**src/rtl/pwtfd_pkg.sv**
```systemverilog
package pwtfd_pkg;

   // sizes of the timer block
   localparam int NUM_TIMERS = 2;
   localparam int CNT_W      = 8;
   localparam int PSC_W      = 3;
   localparam int PSC_STAGES = 7;

   // system clock rate
   localparam int SYS_CLK_HZ = 10_000_000;

   // counter values
   localparam logic [CNT_W-1:0] CNT_FULL   = 8'hFF;
   localparam logic [CNT_W-1:0] CNT_ONE    = 8'h01;
   localparam logic [CNT_W-1:0] CNT_RESET  = 8'h00;
   localparam logic [CNT_W-1:0] PRE_RESET  = 8'h00;
   localparam logic [CNT_W-1:0] CTRL_RESET = 8'h00;

   // prescaler masks: full seven-stage chain and the fixed divide by four of timer 1
   localparam logic [PSC_STAGES-1:0] PSC_ALL_MASK = 7'h7F;
   localparam logic [PSC_STAGES-1:0] PSC_STEP     = 7'h01;
   localparam logic [PSC_STAGES-1:0] PSC_RESET    = 7'h00;
   localparam logic [PSC_STAGES-1:0] T1_DIV_MASK  = 7'h03;

   // timer index of each divider source
   localparam int TIMER0 = 0;
   localparam int TIMER1 = 1;

   // two-bit mode field encodings
   typedef enum logic [1:0] {
      MODE_STOP  = 2'h0,
      MODE_EVENT = 2'h1,
      MODE_TIMER = 2'h2,
      MODE_PULSE = 2'h3
   } pwtfd_mode_type;

   // control register layout: mode 7:6, spare 5, run 4, edge 3, prescale 2:0
   typedef struct packed {
      pwtfd_mode_type   timer_mode_field;
      logic             spare;
      logic             timer_run_bit;
      logic             timer_edge_select;
      logic [PSC_W-1:0] timer_prescale_field;
   } pwtfd_ctrl_type;

   // pulse measurement progress
   typedef enum logic {
      MEAS_WAIT,
      MEAS_COUNT
   } pwtfd_meas_type;

   // software access strobes for one timer
   typedef struct packed {
      logic             ctrl_wr;
      logic             preload_wr;
      logic             count_rd;
      logic             flag_wr;
      logic             flag_wdata;
      logic [CNT_W-1:0] wdata;
   } pwtfd_sw_type;

   // frequency divider and shared pin configuration
   typedef struct packed {
      logic pfd_enable;
      logic pfd_source_sel;
      logic pa1_dir_input;
      logic pa1_data_bit;
   } pwtfd_pfd_type;

endpackage : pwtfd_pkg

```
**src/rtl/pwtfd_prescale.sv**
```systemverilog
`timescale 1ns/1ns
`default_nettype none

module pwtfd_prescale
   import pwtfd_pkg::*;
(
   input  wire logic             clock_i,
   input  wire logic             resetn_i,
   input  wire logic [PSC_W-1:0] psc_i,
   output logic                  tick0_o,
   output logic                  tick1_o
);

   logic [PSC_STAGES-1:0] cnt_r;
   logic [PSC_STAGES-1:0] mask;

   // free running divider chain
   always_ff @(posedge clock_i or negedge resetn_i) begin
      if (!resetn_i) begin
         cnt_r <= PSC_RESET;
      end else begin
         cnt_r <= cnt_r + PSC_STEP;
      end
   end

   // timer 0 ratio two to the power of the prescale field, timer 1 fixed divide by four
   assign mask    = ~(PSC_ALL_MASK << psc_i);
   assign tick0_o = ((cnt_r & mask) == mask);
   assign tick1_o = ((cnt_r & T1_DIV_MASK) == T1_DIV_MASK);

endmodule : pwtfd_prescale

`default_nettype wire

```
**src/rtl/pwtfd_top.sv**
```systemverilog
`timescale 1ns/1ns
`default_nettype none

module pwtfd_top
   import pwtfd_pkg::*;
(
   input  wire logic                                clock_i,
   input  wire logic                                resetn_i,
   input  wire pwtfd_sw_type   [NUM_TIMERS-1:0]     sw_i,
   input  wire logic           [NUM_TIMERS-1:0]     irq_enable_i,
   input  wire logic                                power_down_i,
   input  wire logic           [NUM_TIMERS-1:0]     timer_pin_i,
   input  wire logic           [NUM_TIMERS-1:0]     timer_pin_dir_i,
   input  wire logic           [NUM_TIMERS-1:0]     pullup_opt_i,
   input  wire pwtfd_pfd_type                       pfd_i,
   output logic                [NUM_TIMERS-1:0][CNT_W-1:0] count_o,
   output logic                [NUM_TIMERS-1:0][CNT_W-1:0] read_data_o,
   output pwtfd_ctrl_type      [NUM_TIMERS-1:0]     ctrl_o,
   output logic                [NUM_TIMERS-1:0]     irq_flag_o,
   output logic                [NUM_TIMERS-1:0]     irq_o,
   output logic                [NUM_TIMERS-1:0]     overflow_o,
   output logic                                     wakeup_o,
   output logic                                     pfd_level_o,
   output logic                                     pa1_o,
   output logic                                     pa1_oe_o,
   output logic                [NUM_TIMERS-1:0]     pullup_en_o
);

   logic [NUM_TIMERS-1:0] tick;
   logic [NUM_TIMERS-1:0] ovf;
   logic [NUM_TIMERS-1:0] flag_r;
   logic                  pfd_r;
   logic                  pfd_src;
   logic                  wakeup_r;
   logic                  pa1_r;
   logic                  pa1_oe_r;
   logic [NUM_TIMERS-1:0] pullup_r;

   // internal timer clock enables
   pwtfd_prescale u_prescale (
      .clock_i  (clock_i),
      .resetn_i (resetn_i),
      .psc_i    (ctrl_o[TIMER0].timer_prescale_field),
      .tick0_o  (tick[TIMER0]),
      .tick1_o  (tick[TIMER1])
   );

   for (genvar g = 0; g < NUM_TIMERS; g++) begin : g_timer

      pwtfd_ctrl_type   ctrl_r;
      pwtfd_ctrl_type   ctrl_nxt;
      pwtfd_meas_type   meas_r;
      logic [CNT_W-1:0] count_r;
      logic [CNT_W-1:0] preload_r;
      logic [CNT_W-1:0] rdata_r;
      logic             pin_prev_r;
      logic             pin_samp_r;
      logic             pin_ok;
      logic             active_lvl;
      logic             pin_active;
      logic             samp_active;
      logic             evt_edge;
      logic             pulse_mode;
      logic             start;
      logic             stop;
      logic             inhibit;
      logic             inc;
      logic             hw_clear;

      // the pin only serves the timer while its direction bit says input
      assign pin_ok      = timer_pin_dir_i[g];
      assign pulse_mode  = (ctrl_r.timer_mode_field == MODE_PULSE);
      assign active_lvl  = ctrl_r.timer_edge_select;
      assign pin_active  = (timer_pin_i[g] == active_lvl);
      assign samp_active = (pin_samp_r == active_lvl);

      // event mode edge: low select counts rising, high select counts falling
      assign evt_edge = pin_ok & (ctrl_r.timer_edge_select ?
                                  (pin_prev_r & ~timer_pin_i[g]) :
                                  (~pin_prev_r & timer_pin_i[g]));

      // pulse starts on entry to the active level and ends on leaving it
      assign start = pin_ok & tick[g] & (meas_r == MEAS_WAIT) & ~samp_active & pin_active;
      assign stop  = pin_ok & tick[g] & (meas_r == MEAS_COUNT) & ~pin_active;

      // counting clock is held while software touches the counter
      assign inhibit = sw_i[g].count_rd | sw_i[g].preload_wr;

      always_comb begin
         inc = 1'b0;
         if (ctrl_r.timer_run_bit && !inhibit) begin
            unique case (ctrl_r.timer_mode_field)
               MODE_STOP:  inc = 1'b0;
               MODE_EVENT: inc = evt_edge;
               MODE_TIMER: inc = tick[g];
               MODE_PULSE: inc = tick[g] & pin_active & pin_ok &
                                 ((meas_r == MEAS_COUNT) | start);
            endcase
         end
      end

      assign ovf[g]   = inc & (count_r == CNT_FULL);
      assign hw_clear = pulse_mode & ctrl_r.timer_run_bit & stop;

      // last pin level for event edges
      always_ff @(posedge clock_i or negedge resetn_i) begin
         if (!resetn_i) begin
            pin_prev_r <= 1'b0;
         end else begin
            pin_prev_r <= timer_pin_i[g];
         end
      end

      // pin level seen only at the internal timer clock
      always_ff @(posedge clock_i or negedge resetn_i) begin
         if (!resetn_i) begin
            pin_samp_r <= 1'b0;
         end else if (tick[g]) begin
            pin_samp_r <= timer_pin_i[g];
         end
      end

      // measurement progress, dropped whenever the run bit is low
      always_ff @(posedge clock_i or negedge resetn_i) begin
         if (!resetn_i) begin
            meas_r <= MEAS_WAIT;
         end else if (!ctrl_r.timer_run_bit || !pulse_mode) begin
            meas_r <= MEAS_WAIT;
         end else if (start) begin
            meas_r <= MEAS_COUNT;
         end else if (stop) begin
            meas_r <= MEAS_WAIT;
         end
      end

      // control register, software write wins over the automatic clear
      always_comb begin
         ctrl_nxt = ctrl_r;
         if (sw_i[g].ctrl_wr) begin
            ctrl_nxt = pwtfd_ctrl_type'(sw_i[g].wdata);
         end else if (hw_clear) begin
            ctrl_nxt.timer_run_bit = 1'b0;
         end
      end

      always_ff @(posedge clock_i or negedge resetn_i) begin
         if (!resetn_i) begin
            ctrl_r <= pwtfd_ctrl_type'(CTRL_RESET);
         end else begin
            ctrl_r <= ctrl_nxt;
         end
      end

      // preload register
      always_ff @(posedge clock_i or negedge resetn_i) begin
         if (!resetn_i) begin
            preload_r <= PRE_RESET;
         end else if (sw_i[g].preload_wr) begin
            preload_r <= sw_i[g].wdata;
         end
      end

      // counter
      always_ff @(posedge clock_i or negedge resetn_i) begin
         if (!resetn_i) begin
            count_r <= CNT_RESET;
         end else if (sw_i[g].preload_wr && !ctrl_r.timer_run_bit) begin
            count_r <= sw_i[g].wdata;
         end else if (ovf[g]) begin
            count_r <= preload_r;
         end else if (inc) begin
            count_r <= count_r + CNT_ONE;
         end
      end

      // value captured by a software read
      always_ff @(posedge clock_i or negedge resetn_i) begin
         if (!resetn_i) begin
            rdata_r <= CNT_RESET;
         end else if (sw_i[g].count_rd) begin
            rdata_r <= count_r;
         end
      end

      // request flag: overflow set wins over software write
      always_ff @(posedge clock_i or negedge resetn_i) begin
         if (!resetn_i) begin
            flag_r[g] <= 1'b0;
         end else if (ovf[g]) begin
            flag_r[g] <= 1'b1;
         end else if (sw_i[g].flag_wr) begin
            flag_r[g] <= sw_i[g].flag_wdata;
         end
      end

      assign count_o[g]     = count_r;
      assign read_data_o[g] = rdata_r;
      assign ctrl_o[g]      = ctrl_r;
      assign irq_o[g]       = flag_r[g] & irq_enable_i[g];
   end

   assign irq_flag_o = flag_r;
   assign overflow_o = ovf;

   // wake-up in power-down on an overflow whose flag was still low
   always_ff @(posedge clock_i or negedge resetn_i) begin
      if (!resetn_i) begin
         wakeup_r <= 1'b0;
      end else begin
         wakeup_r <= power_down_i & |(ovf & ~flag_r);
      end
   end

   // divider level toggles on each overflow of the chosen timer
   assign pfd_src = pfd_i.pfd_source_sel ? ovf[TIMER1] : ovf[TIMER0];

   always_ff @(posedge clock_i or negedge resetn_i) begin
      if (!resetn_i) begin
         pfd_r <= 1'b0;
      end else if (!pfd_i.pfd_enable) begin
         pfd_r <= 1'b0;
      end else if (pfd_src) begin
         pfd_r <= ~pfd_r;
      end
   end

   // shared pin: divider gated by data bit, plain port when divider off
   always_ff @(posedge clock_i or negedge resetn_i) begin
      if (!resetn_i) begin
         pa1_r    <= 1'b0;
         pa1_oe_r <= 1'b0;
      end else begin
         pa1_oe_r <= ~pfd_i.pa1_dir_input;
         if (pfd_i.pfd_enable) begin
            pa1_r <= pfd_i.pa1_data_bit & pfd_r;
         end else begin
            pa1_r <= pfd_i.pa1_data_bit;
         end
      end
   end

   // pull-high option follows the configuration in every mode
   always_ff @(posedge clock_i or negedge resetn_i) begin
      if (!resetn_i) begin
         pullup_r <= '0;
      end else begin
         pullup_r <= pullup_opt_i;
      end
   end

   assign wakeup_o    = wakeup_r;
   assign pfd_level_o = pfd_r;
   assign pa1_o       = pa1_r;
   assign pa1_oe_o    = pa1_oe_r;
   assign pullup_en_o = pullup_r;

endmodule : pwtfd_top

`default_nettype wire

```
**config.mk**
```make
export PLATFORM = sky130hd
export DESIGN_NAME = pwtfd_top
export DESIGN_NICKNAME = d
export VERILOG_FILES = /design/src/rtl/pwtfd_pkg.sv /design/src/rtl/pwtfd_prescale.sv /design/src/rtl/pwtfd_top.sv
export SDC_FILE = /design/constraint.sdc
export NUM_CORES = 1
export LEC_CHECK = 0
export BUFFER_PORTS_ARGS = -buffer_cell sky130_fd_sc_hd__clkbuf_2
export CORE_MARGIN = 1
export CORE_UTILIZATION = 53
export DETAILED_ROUTE_END_ITERATION = 7
export GPL_ROUTABILITY_DRIVEN = 0
export PLACE_DENSITY = 0.81
export SLEW_MARGIN = 20
export SYNTH_ARGS = -nofsm -noshare
export SYNTH_HDL_FRONTEND = slang
export SYNTH_HIERARCHICAL = 1
export SYNTH_SLANG_ARGS = --single-unit
```
**constraint.sdc**
```tcl
create_clock -name clock_i -period 3.2 [get_ports clock_i]
set_input_delay 0.16 -clock clock_i [delete_from_list [all_inputs] [get_ports clock_i]]
set_output_delay 0.16 -clock clock_i [all_outputs]
set_load 0.005 [all_outputs]
```
---- Yosys cells after proc, flatten, opt, wreduce, memory -nomap -nowiden ----
Cells that the tools add are included.
word-level totals
  bits in registers ....................... 85
  latch bits .............................. 0
  RAM bits ................................ 0
  memory bits (read-only) ................. 0
  input port bits ......................... 41
  output and inout port bits .............. 60
  word-level logic and storage cells ...... 156
  memories kept ........................... 0
operators by class
  $add $sub $neg .......................... 3
  multipliers ............................. 0
  divide/modulo/power cells ............... 0
  $lt $le $gt $ge ......................... 0
  equality and inequality tests ........... 15
  shifts and indexed selects .............. 1
  multiplexer cells ....................... 30
  bitwise logic cells ..................... 54
  reduce and logical (&&, ||, !) cells .... 23
operator list
  cell                                                    number
  2-to-1 mux 8 bit                                        6
  bitwise AND 1 bit                                       34
  2-to-1 mux 1 bit                                        22
  adder 8 x 1 -> 8 bit (second input constant)            2
  == test 8 bit (second input constant)                   2
  NOT 1 bit                                               12
  nonzero test 3 bit                                      4
  == test 2 bit (second input constant)                   5
  one-hot mux 1 bit (4 select lines)                      2
  nonzero test 2 bit                                      4
  adder 7 x 1 -> 7 bit (second input constant)            1
  bitwise AND 7 bit                                       1
  == test 7 bit                                           1
  NOT 7 bit                                               1
  left shift 7 x 3 -> 7 bit (first input constant)        1
  logical NOT 1 bit                                       6
  == test 1 bit                                           4
  == test 2 x 1 -> 1 bit (second input constant)          2
  logical AND 1 bit                                       4
  logical NOT 2 bit                                       2
  bitwise OR 1 bit                                        4
  bitwise AND 2 bit                                       1
  logical OR 1 bit                                        2
  inequality test 2 x 1 -> 1 bit (second input constant)  1
  2 further kinds                                         2

---- Depth between registers and ports, before layout ----
Gate-level depths: netlist of the first run.
  depth in word-level cells ............... 16
  gate-level depth with buffers ........... 10
  mapped depth without buffers ............ 9

---- By module ----
Netlist of the first run, hierarchy kept.
by module, submodules not included
  module          instances  cells an instance  area an instance (um^2)
  pwtfd_top       1          313                3734.8
  pwtfd_prescale  1          28                 311.5

---- Least setup slack after synthesis of the first run ----
Ideal clock, no wire load.
  path type ............................... reg2reg
  start point ............................. register g_timer[0].ctrl_r, in the netlist ctrl_o[0]
  end point ............................... register g_timer[0].count_r[2]
  arrival ................................. 2.340 ns
  path slack .............................. 0.734 ns
  cell stages (with the launch flop) ...... 10
  path buffers ............................ 0
  clock period less this slack ............ 2.466 ns
  cells stage by stage .................... dfrtp_1 > nor2b_1 > o21ai_1 > nand3_1 > a222oi_1 > inv_1 > a221oi_2 > a31oi_1 > o21bai_1 > a221o_1
between the ends
  longest elaborated chain between the ends .. 15
  elaborated cells on any way between the ends .. 18
ends and longest elaborated chain
  what                                    RTL line              source
  start, declared                         pwtfd_top.sv:50       pwtfd_ctrl_type ctrl_r;
  start signal, assigned                  pwtfd_top.sv:148      ctrl_r <= pwtfd_ctrl_type'(CTRL_RESET);
  start signal, assigned                  pwtfd_top.sv:150      ctrl_r <= ctrl_nxt;
  left shift 7 x 3 -> 7 bit (*)           pwtfd_prescale.sv:27  assign mask = ~(PSC_ALL_MASK << psc_i);
  NOT 7 bit (*)                           pwtfd_prescale.sv:27
  bitwise AND 7 bit                       pwtfd_prescale.sv:28  assign tick0_o = ((cnt_r & mask) == mask);
  == test 7 bit (*)                       pwtfd_prescale.sv:28
  via tick[0]                             pwtfd_top.sv:29       logic [NUM_TIMERS-1:0] tick;
  bitwise AND 1 bit (4 in a row)          pwtfd_top.sv:83       assign start = pin_ok & tick[g] & (meas_r == MEAS_WAIT) & ~samp_active & pin_active;
  bitwise OR 1 bit                        pwtfd_top.sv:97       ((meas_r == MEAS_COUNT) | start);
  bitwise AND 1 bit                       pwtfd_top.sv:96       MODE_PULSE: inc = tick[g] & pin_active & pin_ok &
  one-hot mux 1 bit (4 select lines) (*)  pwtfd_top.sv:92       unique case (ctrl_r.timer_mode_field)
  2-to-1 mux 1 bit (*)                    pwtfd_top.sv:91       if (ctrl_r.timer_run_bit && !inhibit) begin
  bitwise AND 1 bit                       pwtfd_top.sv:102      assign ovf[g] = inc & (count_r == CNT_FULL);
  2-to-1 mux 8 bit                        pwtfd_top.sv:169      end else if (ovf[g]) begin
  2-to-1 mux 8 bit                        pwtfd_top.sv:167      end else if (sw_i[g].preload_wr && !ctrl_r.timer_run_bit) begin
  end signal, assigned                    pwtfd_top.sv:168      count_r <= sw_i[g].wdata;
  end signal, assigned                    pwtfd_top.sv:170      count_r <= preload_r;
  end signal, assigned                    pwtfd_top.sv:172      count_r <= count_r + CNT_ONE;
  end, declared                           pwtfd_top.sv:53       logic [CNT_W-1:0] count_r;
Mark *: on every way through the listed nets, which the timed path passes. The rest lies on a longest branch.
A chain may end at the register's enable or synchronous reset.

---- Worst setup path in the final report of the first run ----
  start point ............................. register g_timer[0].ctrl_r, in the netlist ctrl_o[0]
  end point ............................... output port overflow_o[0]
between the ends
  longest elaborated chain between the ends .. 13
  elaborated cells on any way between the ends .. 15
ends and longest elaborated chain
  what                                    RTL line              source
  left shift 7 x 3 -> 7 bit (*)           pwtfd_prescale.sv:27
  NOT 7 bit (*)                           pwtfd_prescale.sv:27
  bitwise AND 7 bit                       pwtfd_prescale.sv:28
  == test 7 bit (*)                       pwtfd_prescale.sv:28
  via tick[0]                             pwtfd_top.sv:29
  bitwise AND 1 bit (4 in a row)          pwtfd_top.sv:83
  bitwise OR 1 bit                        pwtfd_top.sv:97
  bitwise AND 1 bit                       pwtfd_top.sv:96
  one-hot mux 1 bit (4 select lines) (*)  pwtfd_top.sv:92
  2-to-1 mux 1 bit (*)                    pwtfd_top.sv:91
  bitwise AND 1 bit (*)                   pwtfd_top.sv:102
  end, declared                           pwtfd_top.sv:21       output logic [NUM_TIMERS-1:0] overflow_o,
Marked as above.

==> results.json, run 1 <==
{
  "yosysTopAreaCellShare": 0.526,
  "cp.required_ps": 3040,
  "yosys_warnings": 6,
  "vias_per_cell": 5.86,
  "die_y_um": 89.4,
  "ir_drop_uv": 260,
  "area_delta_synth_final_pct": 20.3,
  "synth_top_area_cell": "dfrtp_1",
  "cts_max_level": 3,
  "crit_slowest_cell": "dfrtp_1",
  "clk_latency_ps": 350,
  "yosys-top-cells-area": "dfrtp_1 53%, mux2_2 14%, a221o_1 3.5%",
  "cts-hold-fix-buffers": 3,
  "ios": 101,
  "timing.final.max_slew_violations": 0,
  "synth_compound_area_frac": 0.138,
  "cp.arrival_ps": 2800,
  "syn_area_um2": 4050,
  "max_slew_margin": 0.492,
  "initial_utilization": 0.552,
  "grt_pass1_vias": 3000,
  "drt_iter0_drc": 248,
  "fin_area_um2": 4870,
  "worstPathCellList": "nor2b_1 > o21ai_1 > nand3_1 > a222oi_1 > buf_4 > inv_1 > a221oi_2 > nand3_2 > nor2_1 > clkbuf_2",
  "synth_adder_area_share": 0.00928,
  "synth-simple-area-share": 0.119,
  "worstMarginPinSlew_ps": 762,
  "muxShareOfSynthArea": 0.151,
  "path_buf_inv": 3,
  "fmax_mhz": 338,
  "dp_hpwl_mm": 6.26,
  "power_density_nw_per_um2": 548,
  "drc_errors": 0,
  "n_fill_cell": 576,
  "chipWidth_um": 89.4,
  "cts_tree": "done",
  "fp-row-count": 31,
  "period_minus_slack_ps": 2960,
  "cts_sinks": 85,
  "path_class": "flop to output pin",
  "finalCritPeriodShare": 0.925,
  "clock_skew_ps": 8.95,
  "cp_slowest_stage_delay_ps": 430,
  "start_kind": "flop",
  "dp_slack_ps": 500,
  "overflow": 0,
  "hold_viol_final": 0,
  "grt_use_total": 0.238,
  "drt_pass1_iterations": 5,
  "final_util": 0.664,
  "setup_violations": 0,
  "synth.yosys.seq_area_share": 0.526,
  "grt_pass1_wl_mm": 14.3,
  "vias": 3183,
  "cts.clk_slew.worst_paths_ps": 80,
  "synth.distinct_cells": 53,
  "synth_top_family_by_area": "multiplexers",
  "grt_max_degree": 86,
  "cts_buffers": 9,
  "regToRegSetupSlack_ps": 450,
  "port_buffers": 100,
  "power.leakage_uw": 0.00223,
  "synth_ff_type": "dfrtp_1",
  "status": "finished clean",
  "syn_area_per_cell_um2": 11.9,
  "crit_fanout": 15,
  "synth_xor_area_frac": 0.0216,
  "final_net_count": 483,
  "wl_per_cell_um": 16.4,
  "synth_edf_count": 0,
  "synth_nets": 385,
  "post_route_cells_drive_above_1_share": 0.396,
  "setup_tns_ps": 0,
  "clk_path_buf_depth": 2,
  "grt_antenna_before_repair": 0,
  "root_buffer": "clkbuf_8",
  "cp-end-kind": "output pin",
  "coreArea_um2": 7330,
  "cpLargestDelayFamily": "simple AND/OR/NAND/NOR gates",
  "synth-async-reset-ratio": 1.00,
  "rsz0062_at_grt": "no",
  "fin_ws_ps": 241,
  "synth_cells": 341,
  "dieArea_um2": 7990,
  "min_path_type": "primary input to flop",
  "ys_ff_latch": 85,
  "drt-total-wl_mm": 8.93,
  "diodes": 0,
  "cap_viol_max_count": 0,
  "post_cts_buffers": 0,
  "placed_area_um2": 4600,
  "cts.repair.resized": 0,
  "ant_nets": 0
}
-- cell usage after synthesis, drive strengths merged (7+ instances only) --
| library cell | number |
|---|---|
| dfrtp | 85 |
| nand2 | 18 |
| nand3 | 10 |
| a31oi | 7 |
| inv | 11 |
| nor2 | 16 |
| buf | 10 |
| mux2 | 49 |
| a221o | 14 |
| a21oi | 9 |
| clkbuf | 10 |
| o21ai | 8 |
-- layout by cell type (no fill, tap or decap), types with 8 or more instances in the layout --
cell type / netlist / final
inv_1: 11 / 11
nor2_1: 16 / 16
nand3_1: 8 / 8
nand2_1: 18 / 18
clkbuf_2: 0 / 99
a21oi_1: 9 / 9
clkbuf_8: 0 / 10
mux2_2: 49 / 49
a221o_1: 14 / 14
dfrtp_1: 85 / 85
-- power by group --
part | switching [uW] | leakage, uW | total [uW] | internal [uW]
Sequential | 140 | 0.00102 | 1340 | 1200
Clock | 392 | 0.000106 | 855 | 463
Combinational | 212 | 0.00110 | 470 | 258
-- state kept, by name (all words and copies together) (netlist names) --
signal / count
g_timer.meas_r: 2
pa1_oe_o: 1
g_timer.preload_r: 16
wakeup_o: 1
pullup_en_o: 2
u_prescale/cnt_r: 7
ctrl_o: 14
g_timer.active_lvl: 2
g_timer.pin_prev_r: 2
g_timer.rdata_r: 16
g_timer.pin_samp_r: 2
pfd_level_o: 1
pa1_o: 1
irq_flag_o: 2
g_timer.count_r: 16
-- kinds of logic after synthesis --
family | after synthesis
flip-flops | 85
multiplexers | 55
AO/OA/AOI/OAI | 70
AND/OR/NAND/NOR | 87
buffers and inverters | 31
adder cells (fa/ha/maj) | 3
XOR/XNOR | 10
-- path summary, 6_finish.rpt --
| path | endpoint | start | cells past startpoint |
|---|---|---|---|
| min reg2reg | u_prescale/cnt_r[3]$_DFF_PN0_ | u_prescale/cnt_r[3]$_DFF_PN0_ | 1 |
| max reg2reg | pfd_level_o$_DFFE_PN0P_ | ctrl_o[0]$_DFFE_PN0P_ | 10 |
| min in group asynchronous | pa1_oe_o$_DFF_PN0_ | resetn_i | 2 |
| min | wakeup_o$_DFF_PN0_ | power_down_i | 2 |
| max in group asynchronous | g_timer[0].count_r[3]$_DFFE_PN0P_ | resetn_i | 2 |
| max | overflow_o[0] | ctrl_o[0]$_DFFE_PN0P_ | 10 |
-- through the flow --
stage               hold WS [ps]  std cells  power [uW]
CTS                         2.00        542        2680
detailed placement           270        523        1830
floorplan                   -136        341        1600
global placement             270        523        1810
finish                      16.0        543        2670
global route                9.28        543        2810
-- layer usage --
| layer | routed length, um | share of wire | up-vias | GRT usage |
|---|---|---|---|---|
| met3 | 519 | 0.058 | 12 | 0.0462 |
| li1 | - | - | 1462 | - |
| met5 | 0 | 0 | - | 0 |
| met1 | 4240 | 0.47 | 1584 | 0.348 |
| met2 | 4050 | 0.45 | 125 | 0.344 |
| met4 | 124 | 0.014 | 0 | 0.105 |
-- layout make-up --
class	count	area [um2]	area share
Multi-Input combinational cell	225	1780	0.366
Sequential cell	85	2130	0.437
Inverter	11	41.3	0.00849
Timing Repair Buffer	107	569	0.117
Tap cell	99	124	0.0255
Clock buffer	11	141	0.0291
Clock inverter	5	83.8	0.0172
(Power assumes the default switching activity.)
==> inputs of run 2 (changes only) <==
==> constraint.sdc (replaced) <==
create_clock -name clock_i -period 3.4 [get_ports clock_i]
set_input_delay 0.17 -clock clock_i [delete_from_list [all_inputs] [get_ports clock_i]]
set_output_delay 0.17 -clock clock_i [all_outputs]
set_load 0.005 [all_outputs]
==> results.json, run 2 (synthesis results as in run 1) <==
{
  "status": "finished clean",
  "swShare": 0.291,
  "crit_slowest_cell": "dfrtp_1",
  "vias_per_cell": 5.77,
  "timing.final.max_slew_violations": 0,
  "rsz0062_at_grt": "no",
  "post_route_cells_drive_above_1_share": 0.396,
  "fmax_mhz": 346,
  "drt_pass1_iterations": 5,
  "grt_max_degree": 86,
  "path_class": "flop to output pin",
  "clk_latency_ps": 360,
  "period_minus_slack_ps": 2890,
  "initial_utilization": 0.552,
  "power.leakage_uw": 0.00222,
  "ir_drop_uv": 276,
  "fp-row-count": 31,
  "worstPathCellList": "nor2b_1 > o21ai_1 > nand3_1 > a222oi_1 > buf_4 > inv_1 > a221oi_2 > nand3_2 > nor2_1 > clkbuf_2",
  "worstHoldStart": "power_down_i",
  "reg_top3": "g_timer.count_r (16), g_timer.preload_r (16), g_timer.rdata_r (16)",
  "total_power_uw": 2450,
  "grt_pass1_vias": 3006,
  "reg2reg_from": "ctrl_o[0]$_DFFE_PN0P_",
  "critPathCapture": "overflow_o[0]",
  "grt_pass1_wl_mm": 14.3,
  "wl_per_cell_um": 16.7,
  "worstMarginPinSlew_ps": 824,
  "overflow": 0,
  "grt_antenna_before_repair": 0,
  "area_delta_synth_final_pct": 19.5,
  "port_buffers": 100,
  "fin_ws_ps": 507,
  "crit_fanout": 15,
  "coreArea_um2": 7330,
  "cts_tree": "done",
  "cp.required_ps": 3230,
  "max_slew_margin": 0.449,
  "cp-end-kind": "output pin",
  "die_y_um": 89.4,
  "layout_commonest_cell": "clkbuf_2",
  "final_net_count": 481,
  "dp_slack_ps": 763,
  "ant_nets": 0,
  "power_frac_clock": 0.303,
  "finalCritPeriodShare": 0.851,
  "clock_skew_ps": 12.4,
  "diodes": 0,
  "drt_iter0_drc": 196,
  "regToRegSetupSlack_ps": 750,
  "ios": 101,
  "dieArea_um2": 7990,
  "hold_viol_final": 0,
  "clk_path_buf_depth": 2,
  "cts_buffers": 9,
  "cts_sinks": 85,
  "cp_slowest_stage_delay_ps": 430,
  "drc_errors": 0,
  "p_int_uw": 1740,
  "mostFrequentLayoutCells": "99 x clkbuf_2, 85 x dfrtp_1, 49 x mux2_2",
  "power_density_nw_per_um2": 507,
  "drt-total-wl_mm": 9.04,
  "root_buffer": "clkbuf_8",
  "dp_hpwl_mm": 6.42,
  "grt_use_total": 0.238,
  "p_comb_frac": 0.180,
  "setup_violations": 0,
  "cp.arrival_ps": 2720,
  "chipWidth_um": 89.4,
  "min_path_type": "primary input to flop",
  "vias": 3122,
  "start_kind": "flop",
  "ff2ff_path_depth": 10,
  "p_switching_uw": 713,
  "setup_tns_ps": 0,
  "crit_path_start": "ctrl_o[0]$_DFFE_PN0P_",
  "seqPwrFrac": 0.517,
  "cts_max_level": 3,
  "r2r-end": "pfd_level_o$_DFFE_PN0P_",
  "n_fill_cell": 599,
  "hold_ws_ps": 22.7,
  "cts.clk_slew.worst_paths_ps": 90,
  "cap_viol_max_count": 0
}
==> run 2: cell types whose count changed in the layout (fill, tap and decap cells not counted) <==
cell       before  now
clkbuf_1        1    0
buf_4           3    1
bufinv_16       2    1
inv_6           0    1
clkinv_4        1    2
==> run 2: worst min path at each step <==
stage	to	slack, ps	depth (start not counted)
3_3_place_gp	pullup_en_o[0]$_DFF_PN0_	280	1
4_1_cts	wakeup_o$_DFF_PN0_	20	2
6_report	wakeup_o$_DFF_PN0_	20	2
5_1_grt	wakeup_o$_DFF_PN0_	20	2
3_5_place_dp	pullup_en_o[0]$_DFF_PN0_	280	1
2_1_floorplan	ctrl_o[0]$_DFFE_PN0P_	-130	0
==> run 2: through the flow <==
| stage | instance area (um2) | std cells | util |
|---|---|---|---|
| after floorplan | 4050 | 341 | - |
| after global placement | 4580 | 521 | 0.625 |
| after detailed placement | 4580 | 521 | 0.625 |
| after CTS | 4820 | 540 | 0.658 |
| after global routing | 4830 | 541 | 0.659 |
| final | 4830 | 541 | 0.659 |
==> run 2: what timing repair did <==
| action | 4_1_cts | 5_1_grt |
|---|---|---|
| setup buffers | 0 | 0 |
| endpoints found under the hold margin | 3 | 85 |
| gates resized for setup | 0 | 0 |
| hold buffers | 3 | 1 |
==> run 2: power by group through the flow <==
stage | clock, uW | sequential, uW | combinational (uW)
after floorplan | 0 | 1250 | 257
after global placement | 0 | 1270 | 423
after detailed placement | 0 | 1290 | 437
after CTS | 752 | 1270 | 444
after global routing | 793 | 1290 | 496
final | 742 | 1270 | 441
==> run 2: final cells by class <==
type / count / area [um2] / area share
Sequential cell: 85 / 2130 / 0.440
Multi-Input combinational cell: 225 / 1780 / 0.368
Timing Repair Buffer: 105 / 554 / 0.115
Clock buffer: 10 / 138 / 0.0285
Tap cell: 99 / 124 / 0.0256
Clock inverter: 6 / 71.3 / 0.0148
Inverter: 11 / 41.3 / 0.00854
==> run 2: routing by layer <==
metal  GRT usage  up-vias  wire [um]
met1       0.340     1539       4190
met5           0        -          0
met4      0.0967        0        146
met3      0.0379       13        504
li1            -     1449          -
met2       0.365      121       4210
==> run 2: worst max-delay path: cells and delay by family, from the launching register on <==
kind	cells	cell delay (ps)
buffers and inverters	3	410
AO/OA/AOI/OAI	3	740
flip-flops	1	430
AND/OR/NAND/NOR	4	800
